File: config.mk
export PLATFORM = sky130hd
export DESIGN_NAME = flash_wake_signature_powerup
export DESIGN_NICKNAME = d
export VERILOG_FILES = /design/src/design/flash_wake_signature_powerup.v
export VERILOG_INCLUDE_DIRS = /design/src /design/src/pkg
export SDC_FILE = /design/constraint.sdc
export NUM_CORES = 1
export LEC_CHECK = 0
export BUFFER_PORTS_ARGS = -buffer_cell sky130_fd_sc_hd__buf_2
export CORE_ASPECT_RATIO = 0.5
export CORE_MARGIN = 2
export CORE_UTILIZATION = 46
export DETAILED_ROUTE_END_ITERATION = 16
export PLACE_DENSITY = 0.65
export REMOVE_ABC_BUFFERS = 1
export SETUP_SLACK_MARGIN = 0.15
export SYNTH_ARGS = -nofsm -noshare
export SYNTH_HDL_FRONTEND = slang
export SYNTH_SLANG_ARGS = --single-unit
File: constraint.sdc
create_clock -name mclk -period 3.9 [get_ports mclk]
set_input_delay 0.585 -clock mclk [delete_from_list [all_inputs] [get_ports mclk]]
set_output_delay 0.585 -clock mclk [all_outputs]
set_load 0.03 [all_outputs]
File: src/pkg/flash_wake_defs.vh
`ifndef FLASH_WAKE_DEFS_VH
`define FLASH_WAKE_DEFS_VH

// Instruction codes (build-time defaults, overridable per instance)
`define WAKE_SIG_OPCODE 8'hab
`define WRITE_LATCH_SET_OPCODE 8'h06
`define PAGE_WRITE_OPCODE 8'h02
`define REGION_CLEAR_OPCODE 8'hd8
`define WHOLE_ARRAY_CLEAR_OPCODE 8'hc7
`define STATUS_WRITE_OPCODE 8'h01
`define LOWEST_POWER_OPCODE 8'hb9

// Legacy signature byte; the value is arbitrary
`define LEGACY_SIGNATURE 8'h5a

// Frame bit positions
`define OPCODE_BITS 6'h08
`define SIG_START_BITS 6'h20
`define SIG_DONE_BITS 6'h28
`define BIT_CNT_W 6
`define SIG_MSB 3'h7

// Status layout and delivered values
`define STATUS_BUSY_BIT 0
`define STATUS_WLATCH_BIT 1
`define STATUS_RESET_VALUE 8'h00
`define ERASED_BYTE_VALUE 8'hff

// Timing in ns and the clock period in ns
`define MCLK_PERIOD_NS 100
`define LOCKOUT_MIN_NS 1000000
`define WAKE_PARTIAL_MAX_NS 3000
`define WAKE_FULL_MAX_NS 30000
`define TIMER_W 24
`define MIN_WAKE_CYC 1

// Power modes
`define MODE_STANDBY 2'h0
`define MODE_DEEP 2'h1
`define MODE_WAKING 2'h2

`endif

File: src/design/flash_wake_signature_powerup.v
`include "flash_wake_defs.vh"

module flash_wake_signature_powerup #(
  parameter [7:0] WAKE_OPCODE = `WAKE_SIG_OPCODE,
  parameter [7:0] SIGNATURE = `LEGACY_SIGNATURE,
  parameter [7:0] WLATCH_OPCODE = `WRITE_LATCH_SET_OPCODE,
  parameter [7:0] PAGE_OPCODE = `PAGE_WRITE_OPCODE,
  parameter [7:0] REGION_OPCODE = `REGION_CLEAR_OPCODE,
  parameter [7:0] WHOLE_OPCODE = `WHOLE_ARRAY_CLEAR_OPCODE,
  parameter [7:0] STATUS_OPCODE = `STATUS_WRITE_OPCODE,
  parameter [7:0] SLEEP_OPCODE = `LOWEST_POWER_OPCODE,
  parameter LOCKOUT_NS = `LOCKOUT_MIN_NS,
  parameter WAKE_PARTIAL_NS = `WAKE_PARTIAL_MAX_NS,
  parameter WAKE_FULL_NS = `WAKE_FULL_MAX_NS
) (
  input wire mclk,
  input wire rst,
  input wire por_active,
  input wire cs_n,
  input wire sclk,
  input wire mosi,
  input wire cycle_busy,
  output reg miso,
  output reg miso_oe,
  output reg deep_pd,
  output reg standby,
  output reg write_lockout,
  output reg write_req,
  output reg [7:0] write_op,
  output reg [7:0] status_byte,
  output reg [7:0] erased_fill
);

  ////////////////////////////////////////////////////////////////////////////
  // Delay counts: a least time rounds up, a longest time rounds down.
  // Worked in integers first, then cut to the timer width on purpose,
  // so an oversized parameter wraps visibly rather than padding silently.
  localparam integer LOCKOUT_RAW =
    (LOCKOUT_NS + `MCLK_PERIOD_NS - 1) / `MCLK_PERIOD_NS;
  localparam integer PARTIAL_RAW = WAKE_PARTIAL_NS / `MCLK_PERIOD_NS;
  localparam integer FULL_RAW = WAKE_FULL_NS / `MCLK_PERIOD_NS;
  // A wake delay below one clock still costs one cycle in the waking state
  localparam integer PARTIAL_CLAMP =
    (PARTIAL_RAW < `MIN_WAKE_CYC) ? `MIN_WAKE_CYC : PARTIAL_RAW;
  localparam integer FULL_CLAMP =
    (FULL_RAW < `MIN_WAKE_CYC) ? `MIN_WAKE_CYC : FULL_RAW;
  localparam [`TIMER_W-1:0] LOCKOUT_CYC = LOCKOUT_RAW[`TIMER_W-1:0];
  localparam [`TIMER_W-1:0] PARTIAL_CYC = PARTIAL_CLAMP[`TIMER_W-1:0];
  localparam [`TIMER_W-1:0] FULL_CYC = FULL_CLAMP[`TIMER_W-1:0];
  localparam [`TIMER_W-1:0] TIMER_ZERO = {`TIMER_W{1'b0}};
  localparam [`TIMER_W-1:0] TIMER_ONE = {{(`TIMER_W-1){1'b0}}, 1'b1};

  // Write-class opcode decode, shared by latch-set and request logic
  function is_write_class;
    input [7:0] op;
    begin
      is_write_class = (op == WLATCH_OPCODE) || (op == PAGE_OPCODE) ||
        (op == REGION_OPCODE) || (op == WHOLE_OPCODE) || (op == STATUS_OPCODE);
    end
  endfunction

  // Timer step shared by the wake and lockout counters
  function [`TIMER_W-1:0] timer_dec;
    input [`TIMER_W-1:0] value;
    begin
      // Saturate at zero so a stray extra tick never wraps to a long wait
      if (value == TIMER_ZERO)
        timer_dec = TIMER_ZERO;
      else
        timer_dec = value - TIMER_ONE;
    end
  endfunction

  // True on the last counted cycle of a timer
  function timer_last;
    input [`TIMER_W-1:0] value;
    begin
      timer_last = (value <= TIMER_ONE);
    end
  endfunction

  ////////////////////////////////////////////////////////////////////////////
  // Pin synchronisers; the first stage feeds only the second
  // Chip select chain; the third stage only feeds the edge detector
  reg cs_s1_reg;
  reg cs_s2_reg;
  reg cs_s3_reg;
  // Link clock chain; the third stage only feeds the edge detector
  reg sclk_s1_reg;
  reg sclk_s2_reg;
  reg sclk_s3_reg;
  // Data chain is one stage shorter, so it lines up with the clock edge
  reg mosi_s1_reg;
  reg mosi_s2_reg;
  // Power-on indication chain
  reg por_s1_reg;
  reg por_s2_reg;

  // Reset values match the idle pin levels, so no false edge follows reset;
  // the power-on chain resets high so the hold is released cleanly
  always @(posedge mclk) begin
    if (rst) begin
      cs_s1_reg <= 1'b1;
      cs_s2_reg <= 1'b1;
      cs_s3_reg <= 1'b1;
      sclk_s1_reg <= 1'b0;
      sclk_s2_reg <= 1'b0;
      sclk_s3_reg <= 1'b0;
      mosi_s1_reg <= 1'b0;
      mosi_s2_reg <= 1'b0;
      por_s1_reg <= 1'b1;
      por_s2_reg <= 1'b1;
    end else begin
      cs_s1_reg <= cs_n;
      cs_s2_reg <= cs_s1_reg;
      cs_s3_reg <= cs_s2_reg;
      sclk_s1_reg <= sclk;
      sclk_s2_reg <= sclk_s1_reg;
      sclk_s3_reg <= sclk_s2_reg;
      mosi_s1_reg <= mosi;
      mosi_s2_reg <= mosi_s1_reg;
      por_s1_reg <= por_active;
      por_s2_reg <= por_s1_reg;
    end
  end

  // Power-on indication holds all functional state in reset; it is seen two
  // clocks late on both edges, which only stretches the hold a little
  wire hold = rst | por_s2_reg;
  wire selected = ~cs_s2_reg;
  // Edges are found two clocks after the pin moves; the link clock must keep
  // each phase longer than one clock or an edge can be lost
  wire sclk_rise = selected & sclk_s2_reg & ~sclk_s3_reg;
  wire sclk_fall = selected & ~sclk_s2_reg & sclk_s3_reg;
  wire cs_rise = cs_s2_reg & ~cs_s3_reg;
  wire cs_fall = ~cs_s2_reg & cs_s3_reg;

  ////////////////////////////////////////////////////////////////////////////
  // Frame capture: opcode shift and saturating bit count.
  // Everything here clears at the start of each frame, so nothing left
  // over from an earlier command can act on a later deselect.
  reg [`BIT_CNT_W-1:0] bit_cnt_reg;
  reg [6:0] op_sh_reg;
  reg [7:0] opcode_reg;
  reg res_frame_reg;
  reg [2:0] sig_idx_reg;
  // Opcode as it stands including the bit being taken this cycle
  wire [7:0] op_now = {op_sh_reg, mosi_s2_reg};
  wire op_done = sclk_rise && (bit_cnt_reg == `OPCODE_BITS - 6'h01);

  // Power mode, timers and status latches
  reg [1:0] mode_reg;
  reg [`TIMER_W-1:0] wake_cnt_reg;
  reg [`TIMER_W-1:0] lock_cnt_reg;
  reg wlatch_reg;
  reg busy_reg;

  // Count rising edges, stop once a full signature has passed
  // Saturating keeps the frame-length tests valid for long repeated reads
  // without a wider counter
  always @(posedge mclk) begin
    if (hold || cs_fall) begin
      bit_cnt_reg <= {`BIT_CNT_W{1'b0}};
      op_sh_reg <= 7'h00;
    end else if (sclk_rise) begin
      if (bit_cnt_reg != `SIG_DONE_BITS)
        bit_cnt_reg <= bit_cnt_reg + 6'h01;
      if (bit_cnt_reg < `OPCODE_BITS)
        op_sh_reg <= op_now[6:0];
    end
  end

  // Latch opcode; wake command is undecoded while a write cycle runs
  // and is also ignored while a wake delay is still counting
  always @(posedge mclk) begin
    if (hold || cs_fall) begin
      opcode_reg <= 8'h00;
      res_frame_reg <= 1'b0;
    end else if (op_done) begin
      opcode_reg <= op_now;
      res_frame_reg <= (op_now == WAKE_OPCODE) && !busy_reg &&
        (mode_reg != `MODE_WAKING);
    end
  end

  ////////////////////////////////////////////////////////////////////////////
  // Signature output on falling edges, wrapping for repeated reads.
  // The first bit leaves on the fall after the last dummy bit; the index
  // then wraps so continued clocking repeats the byte.
  // Limitation: a fall seen in the same clock as deselect is dropped.
  // The driver turns off one clock after the deselect is seen.
  always @(posedge mclk) begin
    if (hold) begin
      miso <= 1'b0;
      miso_oe <= 1'b0;
      sig_idx_reg <= `SIG_MSB;
    end else if (!selected) begin
      miso_oe <= 1'b0;
      sig_idx_reg <= `SIG_MSB;
    end else if (sclk_fall && res_frame_reg && bit_cnt_reg >= `SIG_START_BITS) begin
      miso <= SIGNATURE[sig_idx_reg];
      miso_oe <= 1'b1;
      sig_idx_reg <= sig_idx_reg - 3'h1;
    end
  end

  ////////////////////////////////////////////////////////////////////////////
  // Power mode machine; deep mode only through the sleep opcode.
  // Deep entry is immediate at deselect; the settle time before low current
  // is left to the supply side, which trades accuracy for a smaller block.
  localparam [1:0] ST_STANDBY = `MODE_STANDBY;
  localparam [1:0] ST_DEEP = `MODE_DEEP;
  localparam [1:0] ST_WAKING = `MODE_WAKING;

  wire frame_has_op = bit_cnt_reg >= `OPCODE_BITS;
  wire exact_op = bit_cnt_reg == `OPCODE_BITS;
  wire full_sig = bit_cnt_reg == `SIG_DONE_BITS;

  always @(posedge mclk) begin
    if (hold) begin
      mode_reg <= ST_STANDBY;
      wake_cnt_reg <= {`TIMER_W{1'b0}};
    end else begin
      case (mode_reg)
        ST_STANDBY: begin
          // a wake command while awake leaves us in standby
          if (cs_rise && exact_op && opcode_reg == SLEEP_OPCODE && !busy_reg)
            mode_reg <= ST_DEEP;
        end
        ST_DEEP: begin
          // Anything but the wake command is dropped here
          if (cs_rise && res_frame_reg && frame_has_op) begin
            mode_reg <= ST_WAKING;
            wake_cnt_reg <= full_sig ? FULL_CYC : PARTIAL_CYC;
          end
        end
        ST_WAKING: begin
          // Host keeps chip select high across this; frames are ignored
          if (timer_last(wake_cnt_reg)) begin
            mode_reg <= ST_STANDBY;
            wake_cnt_reg <= TIMER_ZERO;
          end else begin
            wake_cnt_reg <= timer_dec(wake_cnt_reg);
          end
        end
        default: begin
          // Unused code: fall back to the safe awake state
          mode_reg <= ST_STANDBY;
        end
      endcase
    end
  end

  ////////////////////////////////////////////////////////////////////////////
  // Write lockout timer runs from power-on release; reads are not gated.
  // It reloads for as long as the hold lasts, so a supply dip restarts it.
  always @(posedge mclk) begin
    if (hold)
      lock_cnt_reg <= LOCKOUT_CYC;
    else
      lock_cnt_reg <= timer_dec(lock_cnt_reg);
  end

  // Write-class acceptance needs a whole opcode and every gate open;
  // lockout, deep mode and a running cycle each block it on their own
  wire locked = lock_cnt_reg != TIMER_ZERO;
  wire write_gate_open = !locked && mode_reg == ST_STANDBY && !busy_reg;
  wire write_frame = cs_rise && frame_has_op && is_write_class(opcode_reg);
  wire write_ok = write_frame && write_gate_open;

  // Write latch and busy; busy is the running write cycle seen from the core.
  // The latch drops when the running cycle ends, not when it starts, so a
  // status poll during the cycle still shows the latch that allowed it.
  // The busy input shares this clock and needs no synchroniser.
  always @(posedge mclk) begin
    if (hold) begin
      wlatch_reg <= 1'b0;
      busy_reg <= 1'b0;
    end else begin
      busy_reg <= cycle_busy;
      // Latch set wins over the end-of-cycle clear in the same cycle
      if (write_ok && exact_op && opcode_reg == WLATCH_OPCODE)
        wlatch_reg <= 1'b1;
      else if (busy_reg && !cycle_busy)
        wlatch_reg <= 1'b0;
    end
  end

  ////////////////////////////////////////////////////////////////////////////
  // Status image: busy and latch bits live, every other bit reads zero
  reg [7:0] status_next;
  always @* begin
    status_next = `STATUS_RESET_VALUE;
    status_next[`STATUS_BUSY_BIT] = busy_reg;
    status_next[`STATUS_WLATCH_BIT] = wlatch_reg;
  end

  // Registered outputs; write requests need the latch except the latch-set itself.
  // Every output comes from a flop, so each lags its cause by one clock.
  // The array itself lives outside; only its delivered fill value is shown.
  always @(posedge mclk) begin
    if (hold) begin
      deep_pd <= 1'b0;
      standby <= 1'b1;
      write_lockout <= 1'b1;
      write_req <= 1'b0;
      write_op <= 8'h00;
      status_byte <= `STATUS_RESET_VALUE;
      erased_fill <= `ERASED_BYTE_VALUE;
    end else begin
      deep_pd <= mode_reg == ST_DEEP;
      standby <= mode_reg == ST_STANDBY && !selected;
      write_lockout <= locked;
      write_req <= write_ok && opcode_reg != WLATCH_OPCODE && wlatch_reg;
      if (write_ok)
        write_op <= opcode_reg;
      status_byte <= status_next;
      erased_fill <= `ERASED_BYTE_VALUE;
    end
  end

endmodule // flash_wake_signature_powerup

==> results of run 1 <==
-- final cells by class --
class / count / share of cell area, %
clock buffers: 12 / 4.96
clock inverters: 3 / 0.403
inverters: 12 / 0.907
multi-input cells: 374 / 46.2
flip-flops and latches: 103 / 41.5
well taps: 135 / 3.40
repair buffers: 25 / 2.67
-- through the flow --
| stage | std cells | worst slack, ns | utilization [%] | power [W] |
|---|---|---|---|---|
| floorplan | 489 | 1.21 | - | 0.00112 |
| global placement | 649 | 1.17 | 49.4 | 0.00113 |
| detailed placement | 649 | 1.06 | 49.4 | 0.00113 |
| CTS | 664 | 1.07 | 52.3 | 0.00195 |
| global route | 664 | 0.782 | 52.3 | 0.00199 |
| finish | 664 | 1.04 | 52.3 | 0.00192 |
-- cell usage in the layout (no fill, tap or decap), types with 6 or more instances in the layout --
cell / n
dfxtp_1: 103
xor2_1: 14
or3_1: 9
conb_1: 14
nand2b_1: 6
nor3_1: 17
nor2b_1: 7
or2_2: 7
nand2_1: 50
nor4b_1: 6
o21ai_0: 12
nor4_1: 17
inv_1: 12
or4_1: 6
xnor2_1: 32
a21oi_1: 20
clkbuf_16: 9
ha_1: 7
mux2i_1: 20
nand3_1: 10
buf_2: 22
nor2_1: 71
-- cells in the mapped netlist, types with 7 or more instances --
cell / number
buf_4: 14
xor2_1: 14
nand2_1: 50
or2_2: 7
or3_1: 9
ha_1: 7
nor2b_1: 7
o21ai_0: 13
clkbuf_1: 14
dfxtp_1: 103
nand3_1: 10
nor4_1: 17
inv_1: 12
nor2_1: 72
nor3_1: 17
mux2i_1: 20
xnor2_1: 32
a21oi_1: 20
-- per-layer routing --
layer | share of wire [%] | wire length, um
met5 | 0 | 0
met4 | 1.5 | 120
met3 | 3.6 | 299
met2 | 43 | 3570
met1 | 52 | 4240
-- power groups by stage --
| stage | clock network, W | registers (W) | logic (W) |
|---|---|---|---|
| after global placement | 0 | 0.00109 | 0.0000449 |
| after global routing | 0.000875 | 0.00106 | 0.0000502 |
| after CTS | 0.000842 | 0.00106 | 0.0000453 |
| after floorplan | 0 | 0.00108 | 0.0000347 |
| final | 0.000813 | 0.00106 | 0.0000453 |
| after detailed placement | 0 | 0.00109 | 0.0000451 |
-- worst max-delay path, delay by kind of cell (launching register included) --
kind | cells | cell delay [ns]
flip-flops | 1 | 0.34
AND/OR/NAND/NOR | 5 | 2.37
-- how the worst max path moves through the flow --
stage / end / slack [ns] / cells after the start
final: lock_cnt_reg[19]$_SDFF_PP0_ / 1.04 / 5
after global routing: lock_cnt_reg[5]$_SDFF_PP0_ / 0.78 / 5
after CTS: lock_cnt_reg[5]$_SDFF_PP0_ / 1.07 / 5
after detailed placement: lock_cnt_reg[20]$_SDFF_PP0_ / 1.06 / 5
after global placement: lock_cnt_reg[15]$_SDFF_PP0_ / 1.17 / 5
after floorplan: op_sh_reg[0]$_SDFFE_PP0P_ / 1.21 / 3
-- cell families (layout without fill, tap and decap cells) --
| group | Yosys count | after routing |
|---|---|---|
| simple gates | 237 | 237 |
| flops | 103 | 103 |
| compound gates | 50 | 50 |
| xor+xnor | 46 | 46 |
| buf+inv | 44 | 52 |
| mux | 20 | 20 |
| fa+ha+maj | 7 | 7 |
| other cells | 2 | 14 |
==> results.txt, run 1 <==
----------------------------------------------------
[Routing]
  Routed WL ... 8.22 mm
  1st-iter DRT viols ... between 150 and 200
  Ratio of routed vias to standard cells ... 5.10
  Vias post-DR ... 3386
  Final antenna-violating net count ... 0
  DR pass1 iterations ... 4
  Average wire per cell in the routed design ... 12.4 um
  Remaining design rule violation count ... 0

[Floorplanning]
  CORE AREA ... 0.00951 mm2
  Vertical die dimension ... between 70 and 80 um
  Cell Rows ... 25
  Full die area ... roughly 0.011 mm2
  Horiz. Die Dim ... 145 um
  Starting Density ... around 48%
  Top Ports ... 37

[Setup path]
  Arrival time worst endpoint ... 3.06 ns
  Worst path cell trace ... nor4_1 > nand4b_2 > nor4_4 > nand2b_1 > nor2_1
  Largest stage delay on the critical path ... 0.66 ns
  Critical register-to-register path endpoint ... lock_cnt_reg[19]$_SDFF_PP0_
  Crit. Startpoint ... lock_cnt_reg[2]$_SDFF_PP0_
  Cell with the biggest individual delay on the critical path ... nor4_1
  Worst reg2reg startpoint ... lock_cnt_reg[2]$_SDFF_PP0_
  Setup Crit Path Kind ... reg2reg
  Data required time at the worst endpoint ... 4.10 ns
  Worst reg2reg path depth ... 5
  Worst setup EP type ... register
  Critical Path Source Type ... register
  Max Fanout on Critical Path ... 19
  Reg-to-reg slack, setup ... 1.04 ns

[Layout]
  Count of inserted antenna diode cells ... 0
  Register Area ... 0.00206 mm2
  Fraction of final layout cells with drive strength greater than 1 ... 10.2%
  Layout overhead on the synthesized area ... 9.39%
  Combined area of the multi-input logic cells ... 0.00229 mm2
  Total Nets Final ... 539
  Number of fillers in the final layout ... between 800 and 900
  Post-route design area ... 0.00497 mm2

[Global routing]
  Number of global-route vias before repair ... 3013
  Peak-usage layer in the global routing report ... met2
  Met1 GRT Util ... 22.7%
  Global-route wire length before repair ... 13.9 mm
  Met3 global-route usage ... under 10%
  Global route overflow ... 0
  Antenna violations before repair ... 0
  Tot GR Track Use ... 16.3%
  Largest net degree at the start of global routing ... 24
  M2 GR Usage ... about a quarter

[Placed design]
  HPWL after DPL ... 5.59 mm
  Count of input and output buffers ... 22
  Standard cell area after detailed placement ... around 0.0047 mm2
  Final weighted congestion in routability-driven placement ... roughly 0.83

[Timing]
  Unrepaired setup endpoints after global routing ... no
  Max Transition Viols Final ... 0
  Setup violations, final ... 0
  Worst Hold Slack ... 0.411 ns
  Maximum clock rate ... roughly 350 MHz
  Final hold violation count ... 0
  Period utilisation layout ... about three quarters
  Clock skew after layout ... 0.00482 ns
  Least-Margin Pin Slew ... about 0.88 ns
  Setup TNS ... 0 ns
  Final critical-path required period ... 2.86 ns
  Worst slew margin ... between 40% and 50%

[Outcome]
  Run status ... complete, no violations

[Clocking]
  Worst skew pair latency ... 0.34 ns
  Clock tree buffer depth ... 2
  Cts-stage hold buffer count ... 0
  H-tree levels ... 3
  Post-CTS setup buffer count ... 0
  Number of clock buffers inserted by TritonCTS ... 9
  Sinks on the clock net ... a little over 100
  Clk pin slew, worst setup/hold paths ... 0.06 ns
  Post-CTS resize count ... 0
  Clock root buffer ... clkbuf_16
  CTS tree ... built

[Pwr]
  Switching part of the total power ... 21.2%
  Pwr/cell area ... 387 mW/mm2
  Power Internal ... 0.00151 W
  Comb power frac ... 2.4%
  Clock power share ... 42.3%
  Net switching power figure ... 0.000406 W
  Worst IR drop on VDD ... approximately 0.21 mV
  Power share of the sequential group ... roughly 55%
  Leakage power ... 1.78 nW

[Run]
  Max-cap viol count ... 0

[Logic synthesis]
  Multiplexer area fraction after synthesis ... 4.41%
  Fraction of the mapped netlist area in adder cells ... 1.93%
  Number of distinct standard cells referenced by the synthesized netlist ... 50
  Post-Syn Area per Cell ... 8.92 um2
  Number of enable-type register cells in the synthesized netlist ... 0
  Complex-gate fraction of the synthesized area ... 6.42%
  Register area share after synthesis ... between 40% and 50%
  Largest family of logic cells by synthesized area ... simple AND/OR/NAND/NOR gates
  Register bit count reported by yosys ... 103
  XOR/XNOR share of the synthesized area ... 8.87%
  Yosys warnings ... 0
  Synthesized cell area ... 0.00454 mm2
  Top cell type by total area after synthesis ... dfxtp_1
  Share of synthesized registers carrying an async set or reset ... 0%
  Synthesized instance count ... 509
  Yosys top cell area share ... about 45%
  Area contributors post-synth ... dfxtp_1 45%, xnor2_1 6.2%, nor2_1 6.0%
  Main flop type after synthesis ... dfxtp_1
  Synth Area in Simple Gates ... between 20 and 30%

[Worst hold path]
  Hold WC Path Type ... reg2reg
  Hold Path Depth ... 1
  Hold Crit Start ... por_s1_reg$_SDFF_PP1_
  End point of the most critical hold path ... por_s2_reg$_SDFF_PP1_

----------------------------------------------------
(Power assumes the default switching activity.)
==> inputs of run 2 (changes only) <==
clock period = 2.88 ns   (was 3.9 ns; I/O delays follow)
==> results.txt, run 2 (synthesis gave the netlist of run 1 again) <==
----------------------------------------------------
[Outcome]
  Run status ... complete, no violations

[Clocking]
  Clock root buffer ... clkbuf_16
  Number of clock buffers inserted by TritonCTS ... 9
  H-tree levels ... 3
  Worst skew pair latency ... 0.34 ns
  CTS tree ... built
  Post-CTS resize count ... 0
  Cts-stage hold buffer count ... 0
  Clk pin slew, worst setup/hold paths ... 0.06 ns
  Sinks on the clock net ... about 100
  Post-CTS setup buffer count ... 0
  Clock tree buffer depth ... 2

[Timing]
  Setup violations, final ... 0
  Final hold violation count ... 0
  Maximum clock rate ... between 400 and 500 MHz
  Final critical-path required period ... 2.34 ns
  Worst slew margin ... 45.1%
  Clock skew after layout ... 0.00754 ns
  Least-Margin Pin Slew ... between 0.8 and 0.9 ns
  Setup TNS ... 0 ns
  Period utilisation layout ... slightly above 80%
  Unrepaired setup endpoints after global routing ... no
  Max Transition Viols Final ... 0

[Layout]
  Fraction of final layout cells with drive strength greater than 1 ... a little under an eighth
  Count of inserted antenna diode cells ... 0
  Commonest non-fill, non-tap cell in the layout ... dfxtp_1
  Register Area ... 0.00206 mm2
  Layout overhead on the synthesized area ... 11.3%
  Combined area of the multi-input logic cells ... between 0.002 and 0.0025 mm2
  Most frequent cells in the layout ... 103 x dfxtp_1, 71 x nor2_1, 50 x nand2_1, 32 x xnor2_1, 22 x buf_2
  Number of fillers in the final layout ... 889
  Total Nets Final ... 545

[Worst hold path]
  Hold Crit Start ... por_active
  End point of the most critical hold path ... por_s1_reg$_SDFF_PP1_
  Hold WC Path Type ... in2reg
  Hold Path Depth ... 2

[Global routing]
  Antenna violations before repair ... 0
  Number of global-route vias before repair ... between 3000 and 4000
  Global-route wire length before repair ... 14.3 mm
  Tot GR Track Use ... about 17%
  Global route overflow ... 0
  Largest net degree at the start of global routing ... 23

[Setup path]
  Arrival time worst endpoint ... 2.56 ns
  Worst path cell trace ... or4_1 > nor4_1 > a21oi_1 > o21ai_2 > buf_4 > nor2_1
  Worst reg2reg path depth ... 6
  Max Fanout on Critical Path ... 17
  Cell with the biggest individual delay on the critical path ... or4_1
  Worst setup EP type ... register
  Data required time at the worst endpoint ... 3.10 ns
  Largest stage delay on the critical path ... about 0.62 ns
  Top cell family by delay on the critical path ... simple AND/OR/NAND/NOR gates
  Worst reg2reg startpoint ... wake_cnt_reg[2]$_SDFFE_PP0P_
  Reg-to-reg slack, setup ... between 0.5 and 0.6 ns
  Critical path buffer and inverter count ... 1
  Critical register-to-register path endpoint ... wake_cnt_reg[15]$_SDFFE_PP0P_
  Setup Crit Path Kind ... reg2reg
  Critical Path Source Type ... register

[Routing]
  Vias post-DR ... 3355
  Average wire per cell in the routed design ... 12.3 um
  Routed WL ... 8.24 mm
  1st-iter DRT viols ... 256
  DR pass1 iterations ... 4
  Final antenna-violating net count ... 0
  Remaining design rule violation count ... 0
  Ratio of routed vias to standard cells ... 5.00

[Floorplanning]
  Top Ports ... 37
  CORE AREA ... 0.00951 mm2
  Vertical die dimension ... 74.3 um
  Horiz. Die Dim ... 145 um
  Starting Density ... between 40 and 50%
  Full die area ... 0.0107 mm2
  Cell Rows ... 25

[Pwr]
  Worst IR drop on VDD ... 0.301 mV
  PnR Total Power ... 0.00277 W
  Leakage power ... approximately 1.8 nW
  Pwr/cell area ... between 500 and 600 mW/mm2

[Placed design]
  Final weighted congestion in routability-driven placement ... 0.820
  Count of input and output buffers ... 22
  HPWL after DPL ... around 5.7 mm

[Run]
  Max-cap viol count ... 0

----------------------------------------------------
[run 2: final cells by class]
class,instances,area share [%]
Timing Repair Buffer,31,3.51
Tap cell,135,3.34
Clock buffer,9,4.45
Sequential cell,103,40.8
Multi-Input combinational cell,374,45.3
Inverter,12,0.891
Clock inverter,7,1.73
[run 2: where the power goes]
| part | switching (W) | total (W) | internal [W] |
|---|---|---|---|
| clock network | 0.000511 | 0.00127 | 0.000755 |
| logic | 0.0000470 | 0.0000632 | 0.0000161 |
| registers | 0.00000560 | 0.00144 | 0.00143 |
[run 2: worst max path at each step]
stage,from,end,slack (ns),cells after the start
2_1_floorplan,rst,op_sh_reg[0]$_SDFFE_PP0P_,0.35,3
3_3_place_gp,wake_cnt_reg[2]$_SDFFE_PP0P_,wake_cnt_reg[7]$_SDFFE_PP0P_,0.60,6
3_5_place_dp,wake_cnt_reg[2]$_SDFFE_PP0P_,wake_cnt_reg[15]$_SDFFE_PP0P_,0.54,6
4_1_cts,wake_cnt_reg[2]$_SDFFE_PP0P_,wake_cnt_reg[15]$_SDFFE_PP0P_,0.53,6
5_1_grt,wake_cnt_reg[2]$_SDFFE_PP0P_,wake_cnt_reg[15]$_SDFFE_PP0P_,0.44,6
6_report,wake_cnt_reg[2]$_SDFFE_PP0P_,wake_cnt_reg[15]$_SDFFE_PP0P_,0.54,6
[run 2: stage by stage]
step,hold WS (ns),instances,worst slack (ns),utilization [%],area (um2)
floorplan,0.389,489,0.347,-,4390
global placement,0.396,655,0.599,49.9,4740
detailed placement,0.399,655,0.539,49.9,4740
CTS,0.263,671,0.532,53.2,5060
global route,0.265,671,0.437,53.2,5060
finish,0.271,671,0.543,53.2,5060
[run 2: metal layers]
layer	global-route usage, %	wire [um]	share of wire (%)
met2	25.7	3540	43
met5	0	0	0
met3	5.22	249	3.0
met4	3.78	57	0.69
met1	23.4	4390	53
[run 2: worst reg2reg max path: stages (launching register included)]
cell and delay, ns:
dfxtp_1 0.37, or4_1 0.62, nor4_1 0.46, a21oi_1 0.28, o21ai_2 0.18, buf_4 0.24, nor2_1 0.08
==> inputs of run 3 (changes only) <==
PLACE_DENSITY = 0.67   (was 0.65)
clock period = 1.9 ns   (was 2.88 ns; I/O delays follow)
==> results.txt, run 3 (synthesis gave the netlist of run 1 again) <==
----------------------------------------------------
[Timing]
  Least-Margin Pin Slew ... 0.644 ns
  Unrepaired setup endpoints after global routing ... yes
  Max Transition Viols Final ... 0
  Least setup slack across all paths after layout ... -0.307 ns
  Setup violations, final ... 42
  Period utilisation layout ... 116%
  Maximum clock rate ... 453 MHz
  Final critical-path required period ... 2.21 ns
  Worst Hold Slack ... 0.122 ns
  Clock skew after layout ... approximately 0.0065 ns
  Final hold violation count ... 0
  Worst slew margin ... 56.7%
  Setup TNS ... -7.58 ns

[Layout]
  Most frequent cells in the layout ... 97 x dfxtp_1, 70 x nor2_1, 58 x buf_4, 48 x nand2_1, 32 x xnor2_1
  Register Area ... 0.00207 mm2
  Final cell count without fillers ... 729
  Fraction of final layout cells with drive strength greater than 1 ... 28.3%
  Final standard cell utilization of the core ... 62.1%
  Count of inserted antenna diode cells ... 0
  Commonest non-fill, non-tap cell in the layout ... dfxtp_1
  Total Nets Final ... approximately 600
  Combined area of the multi-input logic cells ... 0.00262 mm2
  Number of fillers in the final layout ... between 800 and 900
  Layout overhead on the synthesized area ... 30.0%

[Global routing]
  Global-route wire length before repair ... 15.8 mm
  Antenna violations before repair ... 0
  Number of global-route vias before repair ... between 3000 and 4000
  Tot GR Track Use ... between 10% and 20%
  Largest net degree at the start of global routing ... 23
  Global route overflow ... 0

[Setup path]
  Critical Path Source Type ... register
  Setup Crit Path Kind ... reg2reg
  Worst setup EP type ... register
  Arrival time worst endpoint ... 2.44 ns
  Max Fanout on Critical Path ... 8
  Data required time at the worst endpoint ... 2.13 ns

[Placed design]
  Count of input and output buffers ... 22
  HPWL after DPL ... ~6.2 mm
  Final weighted congestion in routability-driven placement ... 0.887
  Post-placement setup slack ... -0.309 ns
  Post-Place Cells ... slightly above 700

[Clocking]
  Clk pin slew, worst setup/hold paths ... 0.07 ns
  H-tree levels ... 3
  Number of clock buffers inserted by TritonCTS ... 9
  Worst skew pair latency ... 0.34 ns
  Clock root buffer ... clkbuf_16
  CTS tree ... built
  Clock tree buffer depth ... 2
  Sinks on the clock net ... 103

[Pwr]
  Switching part of the total power ... around 21%
  Net switching power figure ... 0.000867 W
  Worst IR drop on VDD ... 0.563 mV
  Power share of the sequential group ... 51.9%
  Comb power frac ... 2.5%
  Leakage power ... 2.22 nW
  Power Internal ... 0.00333 W
  Pwr/cell area ... 711 mW/mm2
  Clock power share ... 45.6%

[Routing]
  DR pass1 iterations ... 4
  Vias post-DR ... 3677
  Average wire per cell in the routed design ... around 13 um
  Routed WL ... approximately 9.6 mm
  Ratio of routed vias to standard cells ... 5.04
  1st-iter DRT viols ... 158
  Remaining design rule violation count ... 0
  Final antenna-violating net count ... 0

[Floorplanning]
  Starting Density ... 47.8%
  Cell Rows ... 25
  Horiz. Die Dim ... 145 um
  Vertical die dimension ... 74.3 um
  Full die area ... ~0.011 mm2
  Top Ports ... 37
  CORE AREA ... 0.00951 mm2

[Outcome]
  Failing checks ... negative setup slack
  Run status ... complete, but fails checks

[Run]
  Max-cap viol count ... 0

[Worst hold path]
  Hold WC Path Type ... in2reg

----------------------------------------------------
[run 3: cell count changes in the layout (fill, tap and decap cells not counted), sizes merged]
cell,delta
buf,+58
clkbuf,+3
bufinv,-1
clkinv,-1
clkinvlp,-1
[run 3: final timing paths]
path / start / endpoint / slack [ns] / depth (start not counted)
setup / recovery: lock_cnt_reg[17]$_SDFF_PP0_ / write_op[4]$_SDFFE_PP0N_ / -0.31 / 6
hold / removal: por_active / por_s1_reg$_SDFF_PP1_ / 0.12 / 2
setup reg to reg: lock_cnt_reg[17]$_SDFF_PP0_ / write_op[4]$_SDFFE_PP0N_ / -0.31 / 6
hold reg to reg: por_s1_reg$_SDFF_PP1_ / por_s2_reg$_SDFF_PP1_ / 0.41 / 1
[run 3: worst max-delay path, cell delays in order, from the launching register on]
cell and delay [ns]:
dfxtp_2 0.32, or4_4 0.53, or4_4 0.45, nor4_4 0.28, buf_4 0.20, nand3_4 0.14
mux2i_1 0.17
[run 3: layout make-up]
type / count / share of cell area [%]
clock inverters: 4 / 0.890
flip-flops and latches: 103 / 35.1
inverters: 12 / 0.763
multi-input cells: 374 / 44.4
clock buffers: 12 / 4.51
well taps: 135 / 2.86
repair buffers: 89 / 11.6
[run 3: metal layers]
layer | track usage [%] | share of wire (%) | wire [um] | vias up
li1 | - | - | - | 1880
met1 | 24.8 | 49 | 4700 | 1717
met2 | 29.8 | 46 | 4370 | 68
met3 | 4.83 | 3.7 | 356 | 12
met4 | 5.29 | 1.5 | 139 | 0
met5 | 0 | 0 | 0 | -
[run 3: per-stage QoR]
step | cell area [um2] | total power [W]
final | 5900 | 0.00420
after global routing | 5900 | 0.00434
after CTS | 5690 | 0.00424
after detailed placement | 5160 | 0.00233
after global placement | 5160 | 0.00233
after floorplan | 4390 | 0.00230
[run 3: power groups by stage]
stage / Combinational [W] / Sequential [W] / Clock, W
after floorplan: 0.0000713 / 0.00223 / 0
after global placement: 0.000102 / 0.00223 / 0
after detailed placement: 0.000103 / 0.00223 / 0
after CTS: 0.000104 / 0.00218 / 0.00196
after global routing: 0.000117 / 0.00218 / 0.00205
final: 0.000106 / 0.00218 / 0.00191
[run 3: repair_timing]
action / CTS / global route
endpoints found under the setup margin: 60 / 69
hold buffers: 0 / 0
resized for setup: 37 / 46
pin swaps: 20 / 18
buffers inserted: 5 / 3
